[config.mk]
export PLATFORM = sky130hd
export DESIGN_NAME = brs_device_flat
export DESIGN_NICKNAME = d
export VERILOG_FILES = /design/src/rtl/brs_pkg.sv /design/src/rtl/brs_link_if.sv /design/src/rtl/brs_device.sv /design/src/flat_wrapper.sv
export SDC_FILE = /design/constraint.sdc
export NUM_CORES = 1
export LEC_CHECK = 0
export BUFFER_PORTS_ARGS = -buffer_cell sky130_fd_sc_hd__buf_4
export CAP_MARGIN = 20
export CORE_MARGIN = 3
export CORE_UTILIZATION = 52
export CTS_CLUSTER_SIZE = 30
export DETAILED_ROUTE_END_ITERATION = 6
export GPL_ROUTABILITY_DRIVEN = 0
export PLACE_DENSITY = 0.76
export SLEW_MARGIN = 20
export SYNTH_ARGS = -nofsm -noshare
export SYNTH_HDL_FRONTEND = slang
export SYNTH_SLANG_ARGS = --single-unit
[constraint.sdc]
create_clock -name CLK_SYS -period 2.1 [get_ports CLK_SYS]
set_clock_uncertainty 0.1 [all_clocks]
set_input_delay 0.105 -clock CLK_SYS [delete_from_list [all_inputs] [get_ports CLK_SYS]]
set_output_delay 0.105 -clock CLK_SYS [all_outputs]
set_load 0.02 [all_outputs]
[src/rtl/brs_pkg.sv]
// Package for the bridge reset sequencer: timing, register layout, states.
// Assumes a 25 MHz system clock shared by both ends.
package brs_pkg;
	localparam int unsigned CLK_HZ            = 25000000;
	// Times as printed, in their own units
	localparam int unsigned LINK_REFERENCE_CLOCK_WAIT_US    = 100;
	localparam int unsigned PWR_WAIT_MS       = 100;
	localparam int unsigned POR_CLK_WAIT_US   = 10;
	localparam int unsigned TRAIN_MAX_MS      = 80;
	// Derived cycle counts: least times round up, longest round down
	localparam int unsigned LINK_REFERENCE_CLOCK_WAIT_CYC   = (LINK_REFERENCE_CLOCK_WAIT_US * (CLK_HZ / 1000) + 999) / 1000;
	localparam int unsigned PWR_WAIT_CYC      = PWR_WAIT_MS * (CLK_HZ / 1000);
	localparam int unsigned POR_CLK_WAIT_CYC  = (POR_CLK_WAIT_US * (CLK_HZ / 1000) + 999) / 1000;
	localparam int unsigned TRAIN_MAX_CYC     = TRAIN_MAX_MS * (CLK_HZ / 1000);
	localparam int unsigned TRAIN_DELAY_CYC   = 16;
	// Supply sense threshold: 90 percent of nominal
	localparam int unsigned SENSE_W           = 8;
	localparam logic [7:0]  SENSE_NOMINAL     = 8'hff;
	localparam logic [7:0]  SENSE_GOOD        = 8'he6;
	// Secondary bus control register
	localparam logic [7:0]  SEC_BUS_CTL_OFS   = 8'h3e;
	localparam int unsigned SEC_BUS_CTL_W     = 16;
	localparam logic [15:0] SEC_BUS_CTL_RST   = 16'h0000;
	localparam int unsigned SEC_BUS_RESET_BIT = 6;
	localparam int unsigned CFG_W             = 8;
	localparam logic [7:0]  CFG_RST           = 8'h00;

	typedef enum logic [3:0] {
		POR_WAIT_PWR = 4'b0001,
		POR_WAIT_CLK = 4'b0010,
		POR_COUNT    = 4'b0100,
		POR_DONE     = 4'b1000
	} brs_por_type;

	typedef enum logic [4:0] {
		HST_OFF      = 5'b00001,
		HST_PWR      = 5'b00010,
		HST_CLK      = 5'b00100,
		HST_RUN      = 5'b01000,
		HST_DOWN     = 5'b10000
	} brs_host_type;
endpackage

[src/rtl/brs_link_if.sv]
// Interface joining the upstream supervisor end and the bridge reset end.
// Assumes both ends share one clock.
interface brs_link_if;
	logic                          fundamental_reset_n;
	logic                          global_power_reset_n;
	logic                          link_reference_clock;
	logic [brs_pkg::SENSE_W-1:0]   core_supply_sense;
	logic                          hot_reset;
	logic                          cfg_wr;
	logic [7:0]                    cfg_addr;
	logic [brs_pkg::SEC_BUS_CTL_W-1:0] cfg_wdata;
	logic [brs_pkg::SEC_BUS_CTL_W-1:0] cfg_rdata;

	modport device (
		input  fundamental_reset_n,
		input  global_power_reset_n,
		input  link_reference_clock,
		input  core_supply_sense,
		input  hot_reset,
		input  cfg_wr,
		input  cfg_addr,
		input  cfg_wdata,
		output cfg_rdata
	);
	modport host (
		output fundamental_reset_n,
		output global_power_reset_n,
		output link_reference_clock,
		output core_supply_sense,
		output hot_reset,
		output cfg_wr,
		output cfg_addr,
		output cfg_wdata,
		input  cfg_rdata
	);
endinterface

[src/rtl/brs_device.sv]
// Bridge reset sequencer, device end: power-on reset, reset fan-out, strap capture.
// Assumes link inputs are asynchronous pins; config writes come from the host end.
// Functional notes
// - Host asserts reset, then power, then link_reference_clock
// - Host holds reset 100 us past link_reference_clock
// - Host holds reset 100 ms past power
// - Host powers down: reset, clock, supplies
// - Reset asserted before power or clock lost
// - Hold power-on reset until supply ninety percent
// - Release power-on reset 10 us after clocks
// - Power-on reset initialises every state
// - Bus reset on POR, fundamental or hot
// - Fundamental reset low gives internal link reset
// - Fundamental reset clears non-sticky state
// - Fundamental reset rise means power good
// - Sample static straps on fundamental rise
// - Start EEPROM download if EEPROM present
// - Start link training within 80 ms
// - Hot reset moves link to down state
// - Sticky bits cleared only by global, POR
// - Loadable bits cleared by fundamental, global, POR
// - Control bit 6 drives bus reset
// - Global reset restores all link registers
module brs_device #(
	parameter int unsigned POR_CLK_WAIT = brs_pkg::POR_CLK_WAIT_CYC,
	parameter int unsigned TRAIN_DELAY  = brs_pkg::TRAIN_DELAY_CYC
)(
	input  wire logic                       CLK_SYS,
	input  wire logic                       RST_B,
	brs_link_if.device                      LINK,
	input  wire logic [brs_pkg::CFG_W-1:0]  STRAP_IN,
	input  wire logic                       EEPROM_PRESENT,
	input  wire logic [brs_pkg::CFG_W-1:0]  STICKY_WDATA,
	input  wire logic                       STICKY_WR,
	input  wire logic [brs_pkg::CFG_W-1:0]  LOAD_WDATA,
	input  wire logic                       LOAD_WR,
	output logic                            POR_ACTIVE,
	output logic                            PCI_BUS_RESET,
	output logic                            LINK_RESET,
	output logic                            POWER_GOOD,
	output logic                            EEPROM_START,
	output logic                            TRAIN_START,
	output logic                            LINK_DOWN,
	output logic [brs_pkg::CFG_W-1:0]       STRAP_LATCHED,
	output logic [brs_pkg::CFG_W-1:0]       STICKY_BITS,
	output logic [brs_pkg::CFG_W-1:0]       LOAD_BITS
);
	localparam int unsigned CW = 32;

	// Elaboration check on timing parameters
	if (POR_CLK_WAIT < 1 || TRAIN_DELAY < 1 || TRAIN_DELAY > brs_pkg::TRAIN_MAX_CYC)
		$error("brs_device: bad timing parameters");

	// Two-flop synchronisers for the pins
	logic [1:0]  fundamental_reset_n_sync_ff, global_power_reset_n_sync_ff, clk_sync_ff, hot_sync_ff;
	logic [1:0]  nxt_fundamental_reset_n_sync, nxt_global_power_reset_n_sync, nxt_clk_sync, nxt_hot_sync;
	logic        clk_prev_ff, nxt_clk_prev;
	logic        fundamental_reset_n_prev_ff, nxt_fundamental_reset_n_prev;
	logic [brs_pkg::CFG_W-1:0] strap_s1_ff, strap_s2_ff, nxt_strap_s1, nxt_strap_s2;
	logic [brs_pkg::SENSE_W-1:0] sense_s1_ff, sense_s2_ff, nxt_sense_s1, nxt_sense_s2;
	logic        fundamental_reset_n_n, global_power_reset_n_n, hot_req, clk_edge, fundamental_reset_n_rise;

	always_comb
	begin
		nxt_fundamental_reset_n_sync = {fundamental_reset_n_sync_ff[0], LINK.fundamental_reset_n};
		nxt_global_power_reset_n_sync  = {global_power_reset_n_sync_ff[0], LINK.global_power_reset_n};
		nxt_clk_sync   = {clk_sync_ff[0], LINK.link_reference_clock};
		nxt_hot_sync   = {hot_sync_ff[0], LINK.hot_reset};
		nxt_strap_s1   = STRAP_IN;
		nxt_strap_s2   = strap_s1_ff;
		nxt_sense_s1   = LINK.core_supply_sense;
		nxt_sense_s2   = sense_s1_ff;
		nxt_clk_prev   = clk_sync_ff[1];
		nxt_fundamental_reset_n_prev = fundamental_reset_n_sync_ff[1];
	end

	always_ff @(posedge CLK_SYS or negedge RST_B)
	begin
		if (!RST_B)
		begin
			fundamental_reset_n_sync_ff <= 2'h0;
			global_power_reset_n_sync_ff  <= 2'h0;
			clk_sync_ff   <= 2'h0;
			hot_sync_ff   <= 2'h0;
			strap_s1_ff   <= brs_pkg::CFG_RST;
			strap_s2_ff   <= brs_pkg::CFG_RST;
			sense_s1_ff   <= '0;
			sense_s2_ff   <= '0;
			clk_prev_ff   <= 1'b0;
			fundamental_reset_n_prev_ff <= 1'b0;
		end
		else
		begin
			fundamental_reset_n_sync_ff <= nxt_fundamental_reset_n_sync;
			global_power_reset_n_sync_ff  <= nxt_global_power_reset_n_sync;
			clk_sync_ff   <= nxt_clk_sync;
			hot_sync_ff   <= nxt_hot_sync;
			strap_s1_ff   <= nxt_strap_s1;
			strap_s2_ff   <= nxt_strap_s2;
			sense_s1_ff   <= nxt_sense_s1;
			sense_s2_ff   <= nxt_sense_s2;
			clk_prev_ff   <= nxt_clk_prev;
			fundamental_reset_n_prev_ff <= nxt_fundamental_reset_n_prev;
		end
	end

	assign fundamental_reset_n_n    = fundamental_reset_n_sync_ff[1];
	assign global_power_reset_n_n     = global_power_reset_n_sync_ff[1];
	assign hot_req    = hot_sync_ff[1];
	assign clk_edge   = clk_sync_ff[1] & ~clk_prev_ff;
	assign fundamental_reset_n_rise = fundamental_reset_n_n & ~fundamental_reset_n_prev_ff;

	// Power-on reset sequencer
	brs_pkg::brs_por_type por_st_ff, nxt_por_st;
	logic [CW-1:0]        por_cnt_ff, nxt_por_cnt;

	always_comb
	begin
		nxt_por_st  = por_st_ff;
		nxt_por_cnt = por_cnt_ff;
		case (por_st_ff)
			brs_pkg::POR_WAIT_PWR:
				if (sense_s2_ff >= brs_pkg::SENSE_GOOD)
					nxt_por_st = brs_pkg::POR_WAIT_CLK;
			brs_pkg::POR_WAIT_CLK:
				if (clk_edge)
				begin
					nxt_por_st  = brs_pkg::POR_COUNT;
					nxt_por_cnt = '0;
				end
			brs_pkg::POR_COUNT:
				if (por_cnt_ff >= POR_CLK_WAIT - 1)
					nxt_por_st = brs_pkg::POR_DONE;
				else
					nxt_por_cnt = por_cnt_ff + 1'b1;
			brs_pkg::POR_DONE:
				nxt_por_st = brs_pkg::POR_DONE;
			default:
				nxt_por_st = brs_pkg::POR_WAIT_PWR;
		endcase
		if (sense_s2_ff < brs_pkg::SENSE_GOOD)
			nxt_por_st = brs_pkg::POR_WAIT_PWR;
	end

	always_ff @(posedge CLK_SYS or negedge RST_B)
	begin
		if (!RST_B)
		begin
			por_st_ff  <= brs_pkg::POR_WAIT_PWR;
			por_cnt_ff <= '0;
		end
		else
		begin
			por_st_ff  <= nxt_por_st;
			por_cnt_ff <= nxt_por_cnt;
		end
	end

	logic por_act, sticky_clr, load_clr, plain_clr;
	assign por_act    = (por_st_ff != brs_pkg::POR_DONE);
	assign sticky_clr = por_act | ~global_power_reset_n_n;
	assign load_clr   = sticky_clr | ~fundamental_reset_n_n;
	assign plain_clr  = load_clr | hot_req;

	// Register state by reset class
	logic [brs_pkg::SEC_BUS_CTL_W-1:0] ctl_ff, nxt_ctl;
	logic [brs_pkg::CFG_W-1:0] sticky_ff, nxt_sticky, load_ff, nxt_load, strap_ff, nxt_strap;
	logic        pwr_good_ff, nxt_pwr_good, eep_ff, nxt_eep, train_ff, nxt_train;
	logic        down_ff, nxt_down, arm_ff, nxt_arm;
	logic [CW-1:0] trn_cnt_ff, nxt_trn_cnt;

	always_comb
	begin
		nxt_ctl      = ctl_ff;
		nxt_sticky   = sticky_ff;
		nxt_load     = load_ff;
		nxt_strap    = strap_ff;
		nxt_pwr_good = pwr_good_ff;
		nxt_eep      = 1'b0;
		nxt_train    = 1'b0;
		nxt_down     = hot_req;
		nxt_arm      = arm_ff;
		nxt_trn_cnt  = trn_cnt_ff;
		if (LINK.cfg_wr && LINK.cfg_addr == brs_pkg::SEC_BUS_CTL_OFS)
			nxt_ctl = LINK.cfg_wdata;
		if (STICKY_WR)
			nxt_sticky = STICKY_WDATA;
		if (LOAD_WR)
			nxt_load = LOAD_WDATA;
		if (fundamental_reset_n_rise && !por_act)
		begin
			nxt_strap    = strap_s2_ff;
			nxt_pwr_good = 1'b1;
			nxt_eep      = EEPROM_PRESENT;
			nxt_arm      = 1'b1;
			nxt_trn_cnt  = '0;
		end
		else if (arm_ff)
		begin
			if (trn_cnt_ff >= TRAIN_DELAY - 1)
			begin
				nxt_train = 1'b1;
				nxt_arm   = 1'b0;
			end
			else
				nxt_trn_cnt = trn_cnt_ff + 1'b1;
		end
		if (plain_clr)
		begin
			nxt_ctl     = brs_pkg::SEC_BUS_CTL_RST;
			nxt_arm     = 1'b0;
			nxt_trn_cnt = '0;
		end
		if (load_clr)
		begin
			nxt_load     = brs_pkg::CFG_RST;
			nxt_pwr_good = 1'b0;
			nxt_eep      = 1'b0;
			nxt_train    = 1'b0;
		end
		if (sticky_clr)
		begin
			nxt_sticky = brs_pkg::CFG_RST;
			nxt_strap  = brs_pkg::CFG_RST;
		end
	end

	always_ff @(posedge CLK_SYS or negedge RST_B)
	begin
		if (!RST_B)
		begin
			ctl_ff      <= brs_pkg::SEC_BUS_CTL_RST;
			sticky_ff   <= brs_pkg::CFG_RST;
			load_ff     <= brs_pkg::CFG_RST;
			strap_ff    <= brs_pkg::CFG_RST;
			pwr_good_ff <= 1'b0;
			eep_ff      <= 1'b0;
			train_ff    <= 1'b0;
			down_ff     <= 1'b0;
			arm_ff      <= 1'b0;
			trn_cnt_ff  <= '0;
		end
		else
		begin
			ctl_ff      <= nxt_ctl;
			sticky_ff   <= nxt_sticky;
			load_ff     <= nxt_load;
			strap_ff    <= nxt_strap;
			pwr_good_ff <= nxt_pwr_good;
			eep_ff      <= nxt_eep;
			train_ff    <= nxt_train;
			down_ff     <= nxt_down;
			arm_ff      <= nxt_arm;
			trn_cnt_ff  <= nxt_trn_cnt;
		end
	end

	assign LINK.cfg_rdata = ctl_ff;
	assign POR_ACTIVE     = por_act;
	assign PCI_BUS_RESET  = por_act | ~fundamental_reset_n_n | hot_req
		| ctl_ff[brs_pkg::SEC_BUS_RESET_BIT];
	assign LINK_RESET     = ~fundamental_reset_n_n;
	assign POWER_GOOD     = pwr_good_ff;
	assign EEPROM_START   = eep_ff;
	assign TRAIN_START    = train_ff;
	assign LINK_DOWN      = down_ff;
	assign STRAP_LATCHED  = strap_ff;
	assign STICKY_BITS    = sticky_ff;
	assign LOAD_BITS      = load_ff;
endmodule

[src/flat_wrapper.sv]
// flat-port wrapper written by rule: the top's interface ports become plain ports
module brs_device_flat 
#(
	parameter int unsigned POR_CLK_WAIT = brs_pkg::POR_CLK_WAIT_CYC,
	parameter int unsigned TRAIN_DELAY  = brs_pkg::TRAIN_DELAY_CYC
)
  (CLK_SYS, RST_B, STRAP_IN, EEPROM_PRESENT, STICKY_WDATA, STICKY_WR, LOAD_WDATA, LOAD_WR, POR_ACTIVE, PCI_BUS_RESET, LINK_RESET, POWER_GOOD, EEPROM_START, TRAIN_START, LINK_DOWN, STRAP_LATCHED, STICKY_BITS, LOAD_BITS, LINK_fundamental_reset_n, LINK_global_power_reset_n, LINK_link_reference_clock, LINK_core_supply_sense, LINK_hot_reset, LINK_cfg_wr, LINK_cfg_addr, LINK_cfg_wdata, LINK_cfg_rdata);
  brs_link_if LINK_i ();
  input  wire logic CLK_SYS;
  input  wire logic RST_B;
  input  wire logic [brs_pkg::CFG_W-1:0] STRAP_IN;
  input  wire logic EEPROM_PRESENT;
  input  wire logic [brs_pkg::CFG_W-1:0] STICKY_WDATA;
  input  wire logic STICKY_WR;
  input  wire logic [brs_pkg::CFG_W-1:0] LOAD_WDATA;
  input  wire logic LOAD_WR;
  output logic POR_ACTIVE;
  output logic PCI_BUS_RESET;
  output logic LINK_RESET;
  output logic POWER_GOOD;
  output logic EEPROM_START;
  output logic TRAIN_START;
  output logic LINK_DOWN;
  output logic [brs_pkg::CFG_W-1:0] STRAP_LATCHED;
  output logic [brs_pkg::CFG_W-1:0] STICKY_BITS;
  output logic [brs_pkg::CFG_W-1:0] LOAD_BITS;
  input wire logic [$bits(LINK_i.fundamental_reset_n)-1:0] LINK_fundamental_reset_n;
  input wire logic [$bits(LINK_i.global_power_reset_n)-1:0] LINK_global_power_reset_n;
  input wire logic [$bits(LINK_i.link_reference_clock)-1:0] LINK_link_reference_clock;
  input wire logic [$bits(LINK_i.core_supply_sense)-1:0] LINK_core_supply_sense;
  input wire logic [$bits(LINK_i.hot_reset)-1:0] LINK_hot_reset;
  input wire logic [$bits(LINK_i.cfg_wr)-1:0] LINK_cfg_wr;
  input wire logic [$bits(LINK_i.cfg_addr)-1:0] LINK_cfg_addr;
  input wire logic [$bits(LINK_i.cfg_wdata)-1:0] LINK_cfg_wdata;
  output wire logic [$bits(LINK_i.cfg_rdata)-1:0] LINK_cfg_rdata;
  assign LINK_i.fundamental_reset_n = LINK_fundamental_reset_n;
  assign LINK_i.global_power_reset_n = LINK_global_power_reset_n;
  assign LINK_i.link_reference_clock = LINK_link_reference_clock;
  assign LINK_i.core_supply_sense = LINK_core_supply_sense;
  assign LINK_i.hot_reset = LINK_hot_reset;
  assign LINK_i.cfg_wr = LINK_cfg_wr;
  assign LINK_i.cfg_addr = LINK_cfg_addr;
  assign LINK_i.cfg_wdata = LINK_cfg_wdata;
  assign LINK_cfg_rdata = LINK_i.cfg_rdata;
  brs_device #(.POR_CLK_WAIT(POR_CLK_WAIT), .TRAIN_DELAY(TRAIN_DELAY)) u_core (.CLK_SYS(CLK_SYS), .RST_B(RST_B), .LINK(LINK_i), .STRAP_IN(STRAP_IN), .EEPROM_PRESENT(EEPROM_PRESENT), .STICKY_WDATA(STICKY_WDATA), .STICKY_WR(STICKY_WR), .LOAD_WDATA(LOAD_WDATA), .LOAD_WR(LOAD_WR), .POR_ACTIVE(POR_ACTIVE), .PCI_BUS_RESET(PCI_BUS_RESET), .LINK_RESET(LINK_RESET), .POWER_GOOD(POWER_GOOD), .EEPROM_START(EEPROM_START), .TRAIN_START(TRAIN_START), .LINK_DOWN(LINK_DOWN), .STRAP_LATCHED(STRAP_LATCHED), .STICKY_BITS(STICKY_BITS), .LOAD_BITS(LOAD_BITS));
endmodule
==> results.txt <==
----------------------------------------------------
[Timing]
  Final hold slack ... 10.6 ps
  Unrepaired setup endpoints after global routing ... yes
  Count of pins over their slew limit ... 0
  Setup total negative slack ... -62.5 ps
  Count of endpoints failing setup in the final report ... 1
  Total count of hold-check failures in the final report ... 0
  Max Fclk ... approximately 460 MHz
  Post-layout min period ... between 2000 and 2500 ps
  Setup WS post-layout ... -62.5 ps
  Worst slew pin tran ... approximately 530 ps
  Slew margin rel. ... between 60% and 70%
  Portion of the clock cycle consumed by the worst path in the final layout ... 103%

[Worst setup path]
  Delay of the slowest critical-path stage ... 430 ps
  Master of the slowest instance on the critical path ... sky130_fd_sc_hd__dfrtp_2
  Worst path required time ... roughly 1900 ps
  Crit path launch type ... flip-flop
  Arrival time reported for the critical path endpoint ... ~2000 ps
  Critical path cell sequence ... nor4b_4 > buf_4 > nand2_2 > or3_4 > buf_6
  Path type of the worst setup path ... reg -> out
  Type of element capturing the critical path ... output pin
  Maximum fanout encountered on the critical timing path ... 2

[Yosys]
  Combinational family with the most area after synthesis ... simple AND/OR/NAND/NOR gates
  Compound-Gate Fraction of Synth Area ... between 2 and 2.5%
  Netlist Area Pre-Place ... about 5500 um^2
  Number of distinct standard cells referenced by the synthesized netlist ... 37
  Fraction of registers with async set or reset after synthesis ... 100%
  Avg Inst Size Synth ... ~14 um^2
  Number of flops mapped to enable cells by yosys ... 0
  Dominant cell type by area after synthesis ... sky130_fd_sc_hd__dfrtp_1
  Most used DFF post-synth ... sky130_fd_sc_hd__dfrtp_1
  Post-Syn Instances ... about 400
  Xor and xnor fraction of the mapped netlist area ... less than 1%
  FF+latch count, synth ... ~150
  Commonest cells in the netlist ... sky130_fd_sc_hd__dfrtp_1, sky130_fd_sc_hd__and2_1, sky130_fd_sc_hd__nor2_1
  Main area contributors after synthesis ... sky130_fd_sc_hd__dfrtp_1, sky130_fd_sc_hd__mux2i_1, sky130_fd_sc_hd__and2_1
  Portion of the post-synthesis area used by sequential elements ... 69.9%
  Dominant cell by count in the synthesized netlist ... sky130_fd_sc_hd__dfrtp_1
  Proportion of synthesized area in mux cells ... between 7 and 8%
  Net count of the mapped netlist ... around 470
  Adder and majority gate portion of the synthesized area ... less than 1%
  Simple-gate share of the synthesized area ... 17.5%
  Fraction of synthesized cell area taken by the top area cell type ... a little over two thirds
  Count of warnings emitted by yosys ... 0

[Run]
  Number of violations of the max-capacitance limit ... 0

[Drt]
  Average wire per standard cell ... around 18 um
  TritonRoute pass-1 iters ... 4
  Detailed-route vias per instance ... around 5.1
  Remaining DRCs ... 0
  Vias ... about 3900
  Detail Route Antenna Nets ... 0
  Violation count after the first detailed-route iteration ... 201
  Wire length after detailed routing ... approximately 14 mm

[Global routing]
  Combined global-route utilization of all metal layers ... between 20% and 30%
  Global-route wire length before repair ... 21.4 mm
  Largest net degree at the start of global routing ... 59
  Via count of the first global-routing pass ... 4294
  Remaining global-route overflow ... 0
  Initial antenna violation count ... 0

[Place]
  HPWL Detailed ... just over 7 mm
  # port buffers ... ~110

[Power]
  Pwr dens ... between 800 and 900 nW/um^2
  IR drop worst, VDD ... ~0.7 mV
  Total leakage power ... roughly 0.0038 uW

[Final layout]
  Final Net Count ... ~700
  Filler Cell Count ... between 500 and 600
  Area taken by flip-flops and latches ... around 3800 um^2
  Count of inserted antenna diode cells ... 0
  Multi-input gate area ... about 1600 um^2
  Fraction of final layout cells with drive strength greater than 1 ... 29.0%
  Area grow syn2layout ... 44.9%

[CTS]
  Cell chosen for the clock root ... sky130_fd_sc_hd__clkbuf_8
  Clock tree from TritonCTS ... done
  Number of buffers between clock root and the deepest sink ... 2
  Clock transition at the registers of the reported paths ... about 70 ps
  CTS Buf Count ... 17
  Clock network latency to the later pin of the worst-skew pair ... around 530 ps
  Clock sinks ... roughly 150
  Clock H-tree levels ... 4

[Floorplanning]
  Top Ports ... approximately 110
  Die area ... between 10000 and 15000 um^2
  Overall die height ... 109 um
  Area of the core ... 10000 um^2
  Placement Rows ... 36
  Initial standard-cell utilization of the core ... around 55%
  Chip Width ... about 110 um

[Run status]
  Result of the run ... finished with violations
  Violations in the final reports ... negative setup slack

[Min path]
  Worst hold-check path type ... in -> async

----------------------------------------------------
-- layout make-up --
type | count | area share (%)
inverters | 9 | 0.426
clock inverters | 14 | 2.30
clock buffers | 18 | 5.39
multi-input cells | 233 | 20.3
repair buffers | 198 | 21.2
flip-flops and latches | 153 | 48.3
well taps | 133 | 2.10
-- path summary, 6_finish.rpt --
| kind | startpoint | endpoint | slack, ps | depth (start not counted) |
|---|---|---|---|---|
| max | u_core.por_st_ff[1] | PCI_BUS_RESET | -60 | 5 |
| min | RST_B | u_core.trn_cnt_ff[8] | 10 | 2 |
| max reg2reg | u_core.por_st_ff[1] | u_core.por_st_ff[1] | 140 | 7 |
| min reg2reg | u_core.nxt_sense_s2[6] | u_core.sense_s2_ff[6] | 250 | 0 |
| max in group asynchronous | RST_B | u_core.por_cnt_ff[0] | 1220 | 3 |
| min in group CLK_SYS | LINK_cfg_addr[0] | u_core.LINK.cfg_rdata[1] | 60 | 5 |
-- power by group --
group	leakage (uW)	total [uW]	internal [uW]	switching, uW
Combinational	0.00152	320	190	129
Clock	0.000296	3140	1870	1270
Sequential	0.00203	3010	2990	19.9
Total	0.00385	6470	5050	1420
-- registers in the layout, indices dropped and copies added (netlist names), 4 cells and up --
register	flops
u_core.por_st_ff	4
u_core.LINK.cfg_rdata	16
u_core.nxt_strap_s2	8
u_core.sense_s2_ff	7
u_core.trn_cnt_ff	32
u_core.STICKY_BITS	8
u_core.LOAD_BITS	8
u_core.STRAP_LATCHED	8
u_core.por_cnt_ff	32
u_core.strap_s2_ff	8
u_core.nxt_sense_s2	7
-- timing repair --
item	CTS	global route
cloned	0	1
resized for setup	4	9
setup buffers	5	0
hold buffers	69	0
endpoints found under the hold margin	205	0
endpoints found under the setup margin	1	24
pin swaps	1	2
-- critical path, delay by kind of cell (launching register included) --
family	cells	cell delay (ps)
buffers and inverters	2	300
and+or+nand+nor	3	690
DFF	1	430
-- per-layer routing --
| metal | track usage [%] | vias to the layer above | share of wire (%) |
|---|---|---|---|
| li1 | - | 1790 | - |
| met1 | 27.6 | 1936 | 38 |
| met2 | 42.1 | 115 | 55 |
| met3 | 6.34 | 35 | 4.0 |
| met4 | 13.3 | 0 | 3.4 |
| met5 | 0 | - | 0 |
-- cells by family after synthesis --
family / count (synthesis)
fa+ha+maj: 4
simple gates: 168
flops: 153
compound gates: 17
buf+inv: 19
mux: 39
xor+xnor: 4
-- stage by stage --
| stage | power [uW] | instance area (um^2) | utilization, % | std cells | setup WS [ps] |
|---|---|---|---|---|---|
| final | 6470 | 7940 | 79.4 | 758 | -62.5 |
| after global routing | 6680 | 7940 | 79.4 | 758 | -140 |
| after CTS | 6490 | 7890 | 78.9 | 757 | -18.1 |
| after detailed placement | 3260 | 6540 | 65.4 | 651 | 127 |
| after global placement | 3260 | 6540 | 65.4 | 651 | 199 |
| after floorplan | 3090 | 5480 | - | 404 | 218 |
-- layout by cell type, fill, tap and decap left out, types with 2 or more instances in the layout --
master / n
sky130_fd_sc_hd__a211oi_1: 2
sky130_fd_sc_hd__a22o_1: 8
sky130_fd_sc_hd__and2_1: 55
sky130_fd_sc_hd__and3_1: 2
sky130_fd_sc_hd__buf_4: 126
sky130_fd_sc_hd__buf_6: 2
sky130_fd_sc_hd__bufinv_16: 3
sky130_fd_sc_hd__clkbuf_16: 16
sky130_fd_sc_hd__clkbuf_8: 2
sky130_fd_sc_hd__clkinvlp_4: 2
sky130_fd_sc_hd__dfrtp_1: 148
sky130_fd_sc_hd__dfrtp_2: 4
sky130_fd_sc_hd__dlygate4sd3_1: 69
sky130_fd_sc_hd__ha_1: 4
sky130_fd_sc_hd__inv_1: 9
sky130_fd_sc_hd__inv_6: 6
sky130_fd_sc_hd__mux2i_1: 39
sky130_fd_sc_hd__nand2_1: 12
sky130_fd_sc_hd__nand2b_1: 3
sky130_fd_sc_hd__nand3_1: 6
sky130_fd_sc_hd__nand4_1: 6
sky130_fd_sc_hd__nor2_1: 47
sky130_fd_sc_hd__nor2_4: 2
sky130_fd_sc_hd__nor3_2: 3
sky130_fd_sc_hd__nor4_1: 17
sky130_fd_sc_hd__nor4_2: 2
sky130_fd_sc_hd__o21ai_0: 2
sky130_fd_sc_hd__xnor2_1: 4
(Power assumes the default switching activity.)
